$ cat config.mk
export PLATFORM = sky130hd
export DESIGN_NAME = wbc_ctrl
export DESIGN_NICKNAME = d
export VERILOG_FILES = /design/src/rtl/wbc_pkg.sv /design/src/rtl/wbc_ctrl.sv
export SDC_FILE = /design/constraint.sdc
export NUM_CORES = 1
export LEC_CHECK = 0
export ABC_AREA = 1
export BUFFER_PORTS_ARGS = -buffer_cell sky130_fd_sc_hd__buf_2
export CAP_MARGIN = 20
export CORE_MARGIN = 5
export CORE_UTILIZATION = 54
export CTS_CLUSTER_SIZE = 16
export DETAILED_ROUTE_END_ITERATION = 8
export GPL_ROUTABILITY_DRIVEN = 0
export MAX_ROUTING_LAYER = met4
export PLACE_DENSITY = 0.8
export SLEW_MARGIN = 20
export SYNTH_ARGS = -nofsm -noshare
export SYNTH_HDL_FRONTEND = slang
export SYNTH_SLANG_ARGS = --single-unit
$ cat constraint.sdc
create_clock -name core_clk_in -period 1.91 [get_ports core_clk_in]
set_input_delay 0.191 -clock core_clk_in [delete_from_list [all_inputs] [get_ports core_clk_in]]
set_output_delay 0.191 -clock core_clk_in [all_outputs]
set_load 0.02 [all_outputs]
$ cat src/rtl/wbc_pkg.sv
`default_nettype none
package wbc_pkg;
   localparam logic [11:0] CFG_ADDR = 12'h4a0;
   localparam logic [15:0] CFG_RESET = 16'h0000;
   localparam logic [15:0] CFG_WMASK = 16'h13ff;
   localparam int NEUT_BIT = 12;
   localparam int SRC_LSB = 8;
   localparam int MODE_LSB = 6;
   localparam int TYPE_BIT = 5;
   localparam int GO_BIT = 4;
   localparam int BURST_LSB = 0;
   localparam logic [1:0] SRC_SINC4 = 2'h0;
   localparam logic [1:0] SRC_RSVD = 2'h1;
   localparam logic [1:0] SRC_IIR = 2'h2;
   localparam logic [1:0] SRC_DSP = 2'h3;
   localparam int SINC4_KSPS = 16;
   localparam int FILTERED_KSPS = 4;
   localparam logic [1:0] MODE_ONCE = 2'h0;
   localparam logic [1:0] MODE_STOP_TRIG = 2'h1;
   localparam logic [1:0] MODE_CENTER = 2'h2;
   localparam logic [1:0] MODE_MARK = 2'h3;
   localparam logic TYPE_RESAMPLED = 1'h0;
   localparam logic TYPE_FIXED = 1'h1;
   localparam logic [3:0] BURST_ALL = 4'h0;
   localparam logic [3:0] BURST_A = 4'h1;
   localparam logic [3:0] BURST_B = 4'h2;
   localparam logic [3:0] BURST_C = 4'h3;
   localparam logic [3:0] BURST_SINGLE_LO = 4'h8;
   localparam logic [3:0] BURST_SINGLE_HI = 4'hd;
   localparam logic [3:0] BURST_NEUT = 4'he;
   localparam logic [3:0] BURST_OFF = 4'hf;
   // channel mask bit order: ia va ib vb ic vc in
   localparam int CH_IN = 6;
   localparam logic [6:0] MASK_NONE = 7'h00;
   localparam logic [6:0] MASK_ONE = 7'h01;
   localparam logic [6:0] MASK_PHASES = 7'h3f;
   localparam logic [6:0] MASK_A = 7'h03;
   localparam logic [6:0] MASK_B = 7'h0c;
   localparam logic [6:0] MASK_C = 7'h30;
   localparam logic [6:0] MASK_NEUT = 7'h40;
   typedef enum logic [1:0] {
      WBC_IDLE = 2'h0,
      WBC_FILL = 2'h1,
      WBC_POST = 2'h3,
      WBC_DONE = 2'h2
   } wbc_state_e;
endpackage
`default_nettype wire

$ cat src/rtl/wbc_ctrl.sv
`timescale 1ns/1ps
`default_nettype none
// Operation
// - neutral samples join a burst read only while neutral readout is on.
// - the source field picks the stored stream and the ready strobe rate.
// - source 00 stores raw sinc4 output at 16 kSPS.
// - source 01 is reserved, 10 stores low-passed sinc4 at 4 kSPS.
// - source 11 stores fully processed current and voltage samples at 4 kSPS.
// - the fill mode sets how fixed rate captures fill and meet triggers.
// - fill mode 00 fills once and stops writing when the buffer is full.
// - fill mode 01 wraps continuously and stops on an enabled trigger.
// - fill mode 10 wraps and on a trigger stops with it in the middle.
// - fill mode 11 never stops and records the address of each trigger.
// - capture type 0 stores resampled data and 1 stores fixed rate data.
// - a capture starts only on a rising edge of the capture go bit.
// - while capture go is 0 nothing is written and contents stay intact.
// - burst code 0000 reads all six phase channels plus the enabled neutral, 0001 to 0011 phase a, b, c pairs.
// - codes 1000 to 1101 read one channel each, 1110 the enabled neutral.
// - burst code 1111 disables bursts so each read returns one word.
module wbc_ctrl #(
   parameter int DEPTH = 2048
) (
   input wire logic core_clk_in,
   input wire logic rst_in,
   input wire logic reg_wr_in,
   input wire logic reg_rd_in,
   input wire logic [11:0] reg_addr_in,
   input wire logic [15:0] reg_wdata_in,
   output logic [15:0] reg_rdata_out,
   output logic reg_rvalid_out,
   input wire logic sinc4_strobe_in,
   input wire logic filtered_strobe_in,
   input wire logic processed_strobe_in,
   input wire logic resample_strobe_in,
   input wire logic trigger_in,
   output logic sample_ready_strobe_out,
   output logic buf_wr_en_out,
   output logic [$clog2(DEPTH)-1:0] buf_wr_addr_out,
   output logic [$clog2(DEPTH)-1:0] trig_addr_out,
   output logic capture_active_out,
   output logic capture_done_out,
   output logic burst_enable_out,
   output logic [6:0] burst_mask_out
);
   localparam int AW = $clog2(DEPTH);
   localparam logic [AW-1:0] LAST_ADDR = AW'(DEPTH - 1);
   localparam logic [AW-1:0] HALF = AW'(DEPTH / 2);
   localparam logic [AW-1:0] POST_ONE = AW'(1);

   logic [15:0] cfg_r, cfg_nxt;
   logic [15:0] rdata_r, rdata_nxt;
   logic rvalid_r, rvalid_nxt;
   logic go_prev_r;
   logic ready_r, ready_nxt;
   wbc_pkg::wbc_state_e st_r, st_nxt;
   logic [AW-1:0] waddr_r, waddr_nxt;
   logic [AW-1:0] last_r, last_nxt;
   logic [AW-1:0] taddr_r, taddr_nxt;
   logic [AW-1:0] post_r, post_nxt;
   logic wr_r, wr_nxt;
   logic act_r, act_nxt;
   logic done_r, done_nxt;
   logic ben_r, ben_nxt;
   logic [6:0] mask_r, mask_nxt;

   logic [1:0] src;
   logic [1:0] mode;
   logic [3:0] bsel;
   logic go, rise, fixed, once, src_strobe, smp;

   assign src = cfg_r[wbc_pkg::SRC_LSB +: 2];
   assign mode = cfg_r[wbc_pkg::MODE_LSB +: 2];
   assign bsel = cfg_r[wbc_pkg::BURST_LSB +: 4];
   assign go = cfg_r[wbc_pkg::GO_BIT];
   assign rise = go && !go_prev_r;
   assign fixed = (cfg_r[wbc_pkg::TYPE_BIT] == wbc_pkg::TYPE_FIXED);
   // resampled captures have no trigger modes, so they fill once
   assign once = !fixed || (mode == wbc_pkg::MODE_ONCE);

   always_comb begin
      src_strobe = 1'b0;
      case (src)
         wbc_pkg::SRC_SINC4: src_strobe = sinc4_strobe_in;
         wbc_pkg::SRC_IIR: src_strobe = filtered_strobe_in;
         wbc_pkg::SRC_DSP: src_strobe = processed_strobe_in;
         default: src_strobe = 1'b0; // reserved code never strobes
      endcase
   end
   assign smp = fixed ? src_strobe : resample_strobe_in;

   always_comb begin
      cfg_nxt = cfg_r;
      rdata_nxt = 16'h0000;
      rvalid_nxt = reg_rd_in;
      if (reg_wr_in && reg_addr_in == wbc_pkg::CFG_ADDR) begin
         cfg_nxt = reg_wdata_in & wbc_pkg::CFG_WMASK;
      end
      if (reg_rd_in && reg_addr_in == wbc_pkg::CFG_ADDR) begin
         rdata_nxt = cfg_r;
      end
      ready_nxt = src_strobe;
   end

   always_comb begin
      st_nxt = st_r;
      waddr_nxt = waddr_r;
      last_nxt = last_r;
      taddr_nxt = taddr_r;
      post_nxt = post_r;
      wr_nxt = 1'b0;
      if (!go) begin
         st_nxt = wbc_pkg::WBC_IDLE;
      end else if (rise) begin
         st_nxt = wbc_pkg::WBC_FILL;
         waddr_nxt = '0;
      end else begin
         case (st_r)
            wbc_pkg::WBC_FILL: begin
               if (smp) begin
                  wr_nxt = 1'b1;
                  last_nxt = waddr_r;
                  waddr_nxt = waddr_r + POST_ONE;
                  if (once && waddr_r == LAST_ADDR) begin
                     st_nxt = wbc_pkg::WBC_DONE;
                  end
               end
               if (trigger_in && !once) begin
                  taddr_nxt = smp ? waddr_r : last_r;
                  if (mode == wbc_pkg::MODE_STOP_TRIG) begin
                     st_nxt = wbc_pkg::WBC_DONE;
                  end else if (mode == wbc_pkg::MODE_CENTER) begin
                     st_nxt = wbc_pkg::WBC_POST;
                     post_nxt = HALF;
                  end
               end
            end
            wbc_pkg::WBC_POST: begin
               // half a buffer after the trigger leaves it centred
               if (smp) begin
                  wr_nxt = 1'b1;
                  last_nxt = waddr_r;
                  waddr_nxt = waddr_r + POST_ONE;
                  post_nxt = post_r - POST_ONE;
                  if (post_r == POST_ONE) begin
                     st_nxt = wbc_pkg::WBC_DONE;
                  end
               end
            end
            default: st_nxt = st_r;
         endcase
      end
      act_nxt = (st_nxt == wbc_pkg::WBC_FILL) ||
                (st_nxt == wbc_pkg::WBC_POST);
      done_nxt = (st_nxt == wbc_pkg::WBC_DONE);
   end

   always_comb begin
      ben_nxt = 1'b1;
      mask_nxt = wbc_pkg::MASK_NONE;
      if (bsel == wbc_pkg::BURST_ALL) begin
         mask_nxt = wbc_pkg::MASK_PHASES;
         mask_nxt[wbc_pkg::CH_IN] = cfg_r[wbc_pkg::NEUT_BIT];
      end else if (bsel == wbc_pkg::BURST_A) begin
         mask_nxt = wbc_pkg::MASK_A;
      end else if (bsel == wbc_pkg::BURST_B) begin
         mask_nxt = wbc_pkg::MASK_B;
      end else if (bsel == wbc_pkg::BURST_C) begin
         mask_nxt = wbc_pkg::MASK_C;
      end else if (bsel >= wbc_pkg::BURST_SINGLE_LO &&
                   bsel <= wbc_pkg::BURST_SINGLE_HI) begin
         mask_nxt = wbc_pkg::MASK_ONE << bsel[2:0];
      end else if (bsel == wbc_pkg::BURST_NEUT) begin
         mask_nxt = cfg_r[wbc_pkg::NEUT_BIT] ? wbc_pkg::MASK_NEUT
                                             : wbc_pkg::MASK_NONE;
      end else begin
         ben_nxt = 1'b0; // undefined codes also read single words
      end
   end

   always_ff @(posedge core_clk_in) begin
      if (rst_in) begin
         cfg_r <= wbc_pkg::CFG_RESET;
         rdata_r <= 16'h0000;
         rvalid_r <= 1'b0;
         go_prev_r <= 1'b0;
         ready_r <= 1'b0;
         st_r <= wbc_pkg::WBC_IDLE;
         waddr_r <= '0;
         last_r <= '0;
         taddr_r <= '0;
         post_r <= '0;
         wr_r <= 1'b0;
         act_r <= 1'b0;
         done_r <= 1'b0;
         ben_r <= 1'b0;
         mask_r <= wbc_pkg::MASK_NONE;
      end else begin
         cfg_r <= cfg_nxt;
         rdata_r <= rdata_nxt;
         rvalid_r <= rvalid_nxt;
         go_prev_r <= go;
         ready_r <= ready_nxt;
         st_r <= st_nxt;
         waddr_r <= waddr_nxt;
         last_r <= last_nxt;
         taddr_r <= taddr_nxt;
         post_r <= post_nxt;
         wr_r <= wr_nxt;
         act_r <= act_nxt;
         done_r <= done_nxt;
         ben_r <= ben_nxt;
         mask_r <= mask_nxt;
      end
   end

   assign reg_rdata_out = rdata_r;
   assign reg_rvalid_out = rvalid_r;
   assign sample_ready_strobe_out = ready_r;
   assign buf_wr_en_out = wr_r;
   assign buf_wr_addr_out = last_r;
   assign trig_addr_out = taddr_r;
   assign capture_active_out = act_r;
   assign capture_done_out = done_r;
   assign burst_enable_out = ben_r;
   assign burst_mask_out = mask_r;
endmodule
`default_nettype wire

## Word-level counts from Yosys, hierarchy flattened

Index checks and enable logic that the tools add are counted.

- Output and inout port bits: 51
- Logic and storage cells: 103
- Flip-flop bits (word level): 82
- Bits of input ports: 37

- $lt $le $gt $ge: 2
- Multiplexer cells: 35
- Shift-type cells: 1
- Bitwise gates (word level): 4
- Eq/ne operators: 20
- Reduce and logical (&&, ||, !) cells: 24
- $add $sub $neg: 2

Operators by type and width:

| operator | number |
|---|---|
| $mux 11 | 8 |
| $mux 7 | 7 |
| $pmux 11 s2 | 1 |
| $mux 2 | 9 |
| $eq 12x11->1 const B | 1 |
| $eq 2x2->1 const B | 6 |
| $add 11x1->11 const B | 1 |
| $eq 11x1->1 const B | 1 |
| $eq 11x11->1 const B | 1 |
| $sub 11x1->11 const B | 1 |
| $eq 4x2->1 const B | 2 |
| $mux 1 | 8 |
| $ne 2x2->1 const B | 4 |
| $reduce_and 7->1 | 1 |
| $shl 1x3->7 const A | 1 |
| $eq 2x1->1 const B | 3 |
| $logic_and 1x1->1 | 6 |
| $reduce_and 3->1 | 2 |
| $reduce_bool 2->1 | 3 |
| $eq 4x1->1 const B | 1 |
| $eq 4x4->1 const B | 1 |
| $ge 4x4->1 const B | 1 |
| $le 4x4->1 const B | 1 |
| $logic_not 2->1 | 2 |
| 9 further kinds | 16 |

## Logic depth before layout (Yosys ltp)

- Depth in word-level cells: 13
- Depth in mapped cells: 10
- Mapped depth without buffers: 10

## Worst setup path after synthesis

No wires, ideal clock.

- Path type: reg2reg
- Start point: reg, netlist name capture_active_out
- End point: reg post_r[9]
- Buffers on the path: 1
- Slack: 501 ps
- Clock period less this slack: 1,409 ps
- Cell stages (with the launch flop): 9
- Required time: 1,777 ps
- Data arrival time: 1,276 ps
- Cells stage by stage: dfxtp_1 -> nand2_1 -> inv_2 -> nand2_4 -> a21oi_4 -> nand2_4 -> buf_6 -> nand2_2 -> a21oi_2

RTL lines:

| what | RTL line | source |
|---|---|---|
| end signal: assignment | wbc_ctrl.sv:207 | `post_r <= post_nxt;` |
| end: declaration | wbc_ctrl.sv:59 | `logic [AW-1:0] post_r, post_nxt;` |

==> flow_metrics.tcl <==
set metrics [dict create \
    dieArea_sq_mm 0.008848 \
    drive_gt1_share_pct 24.05 \
    max_stage_delay_ns 0.42 \
    slew_headroom_pct 59.32 \
    syn-instance-count 523 \
    chipWidth_um 94.07 \
    fin_nets 638 \
    cts.sink_count 81 \
    ant_nets 0 \
    yosysWarnings 0 \
    via_count 3448 \
    cp.arrival_ns 1.92 \
    start_util_pct 55.86 \
    clkLatencyLatePin_ns 0.36 \
    layout_commonest_cell "nand2_1" \
    status "finished clean" \
    finClkSkew_ns 0.01047 \
    drc 0 \
    core_sq_mm 0.006832 \
    first_iter_violations 107 \
    wl_per_cell_um 11.90 \
    core.rowCount 30 \
    syn_area_sq_mm 0.003816 \
    ios 88 \
    r2r_cells 8 \
    cts_tree "done" \
    finalHoldViolations 0 \
    synth_edf_count 0 \
    ir_worst_vdd_v 0.0005267 \
    grt-ovfl-total 0 \
    hold_class "in -> reg" \
    postCtsHoldBufs 0 \
    clock_path_buffers 2 \
    die_h_um 94.07 \
    rsz0062_at_grt "false" \
    max_cap_violations 0 \
    dr.pass1.iters 4 \
    yosysUniqueCellTypes 34 \
    crit_buf_inv 2 \
    finalCriticalPeriod_ns 1.628 \
    diodes 0 \
    grt_pass1_vias 3447 \
    htreeDepth 3 \
    synth_seq_cells 81 \
    cp_data_required_time_ns 2.21 \
    rrSetupSlack_ns 0.28 \
    grt_usage_pct 21.08 \
    synthToLayoutAreaGrowth_pct 15.70 \
    dp_slack_ns 0.2930 \
    min-delay-start "reg_rd_in" \
    setup_viol 0 \
    fmax_ghz 0.6143 \
    vias_per_cell 4.933 \
    r2r_start "capture_active_out" \
    powerDensity_mw_per_mm2 680.0 \
    cts_resized 0 \
    crit_chain "nand2_1 -> inv_2 -> nand2_4 -> a21oi_4 -> nand2_4 -> inv_2 -> nand2_1 -> a21oi_2" \
    cpMaxStageDelayCell "dfxtp_1" \
    path_max_fanout 24 \
    wirelength_um 8319 \
    cts_root_buffer "clkbuf_8" \
    ys_seq_area_share_pct 42.49 \
    slew_viol_final 0 \
    synth_ff_type "dfxtp_1" \
    r2r-end "post_r[5]" \
    hold_path_depth 3 \
    port-buffer-count 77 \
    holdPathEnd "reg_rvalid_out" \
    layout_common_cells "nand2_1 (88), dfxtp_1 (81), buf_2 (77), inv_1 (76), nor2_1 (72)" \
    critPathCaptureType "flop" \
    async_flop_share_pct 0 \
    syn-mean-instance-area_sq_um 7.297 \
    setup_slack_ns 0.2820 \
    fin_crit_sh_pct 85.23 \
    grt_antenna_before_repair 0 \
    cts_setup_buffers 0 \
    critPathLaunchType "flop" \
    cts_made_buffers 9 \
    grt_max_degree 25 \
    critPathKind "reg -> reg" \
    dp_hpwl_um 6197 \
    grt_pass1_wl_um 14700 \
    path_delay_family "simple AND/OR/NAND/NOR gates" \
    path_clk_slew_ns 0.09 \
    worstMarginPinSlew_ns 0.6087 \
    p_leak_nw 2.122 \
    tns_ns 0 \
]
layout make-up:
| cell class | instances | area (sq um) |
|---|---|---|
| fill | 613 | 2416 |
| multi-input combinational | 342 | 1758 |
| sequential | 81 | 1622 |
| timing repair buffer | 82 | 422.9 |
| inverter | 82 | 309.0 |
| clock buffer | 9 | 123.9 |
| tap | 96 | 120.1 |
| clock inverter | 7 | 60.06 |
flip-flops by register name, summed over array words and instances, names as in the netlist, 7 cells and up:
register         flops
buf_wr_addr_out     11
cfg_r               11
reg_rdata_out       11
post_r              11
waddr_r             11
trig_addr_out       11
burst_mask_out       7
logic make-up after synthesis:
family | share of synthesized area [%]
flops | 42.49
other cells | 0.09827
xor+xnor | 2.295
buf+inv | 11.84
fa+ha+maj | 0.9837
simple gates | 24.36
compound gates | 17.93
worst max-delay path by stage:
stage,depth (start not counted),startpoint,end
after detailed placement,8,capture_active_out,post_r[10]
after CTS,9,waddr_r[1],capture_done_out
after floorplan,8,capture_active_out,post_r[9]
after global routing,8,capture_active_out,post_r[4]
after global placement,8,capture_active_out,post_r[3]
final,8,capture_active_out,post_r[5]
tightest hold or removal path, stage by stage:
cell and delay, ns:
buf_2 0.10, inv_1 0.04, nor2_1 0.04
layer usage:
| metal | vias up | share of wire (%) | routed length [um] | GRT usage [%] |
|---|---|---|---|---|
| met2 | 69 | 48 | 4006 | 35.42 |
| met5 | - | 0 | 0 | - |
| li1 | 1794 | - | - | - |
| met3 | 11 | 5.3 | 442 | 6.170 |
| met1 | 1574 | 45 | 3744 | 23.99 |
| met4 | 0 | 1.5 | 125 | 7.220 |
power breakdown:
group          switching, W  internal (W)
clock              0.000680      0.000495
sequential       0.00000247       0.00170
combinational     0.0000841     0.0000444
metrics by stage:
stage | hold WS (ns) | cell area, sq um | total power [W] | std cells | utilization (%)
final | 0.05532 | 4415 | 0.003003 | 699 | 64.63
after global routing | 0.05565 | 4415 | 0.003115 | 699 | 64.63
after CTS | 0.03786 | 4415 | 0.003033 | 699 | 64.63
after detailed placement | 0.4268 | 4232 | 0.001868 | 683 | 61.94
after global placement | 0.4135 | 4232 | 0.001865 | 683 | 61.94
after floorplan | 0.2734 | 3831 | 0.001824 | 527 | -
synthesized netlist by cell type, types with 4 or more instances:
| library cell | instances | share of area (%) |
|---|---|---|
| nor2_1 | 72 | 7.1 |
| nand2_2 | 9 | 1.5 |
| buf_6 | 5 | 1.5 |
| clkbuf_1 | 4 | 0.39 |
| a21oi_2 | 19 | 4.4 |
| xor2_1 | 8 | 1.8 |
| inv_2 | 5 | 0.49 |
| buf_1 | 5 | 0.49 |
| buf_4 | 5 | 0.98 |
| nand2_1 | 88 | 8.7 |
| o21ai_1 | 37 | 4.9 |
| a21oi_1 | 38 | 5.0 |
| nand3_1 | 18 | 2.4 |
| inv_1 | 76 | 7.5 |
| nand4_1 | 7 | 1.1 |
| nand2_4 | 5 | 1.5 |
| o21ai_0 | 15 | 2.0 |
| dfxtp_1 | 81 | 42 |
(Power assumes the default switching activity.)
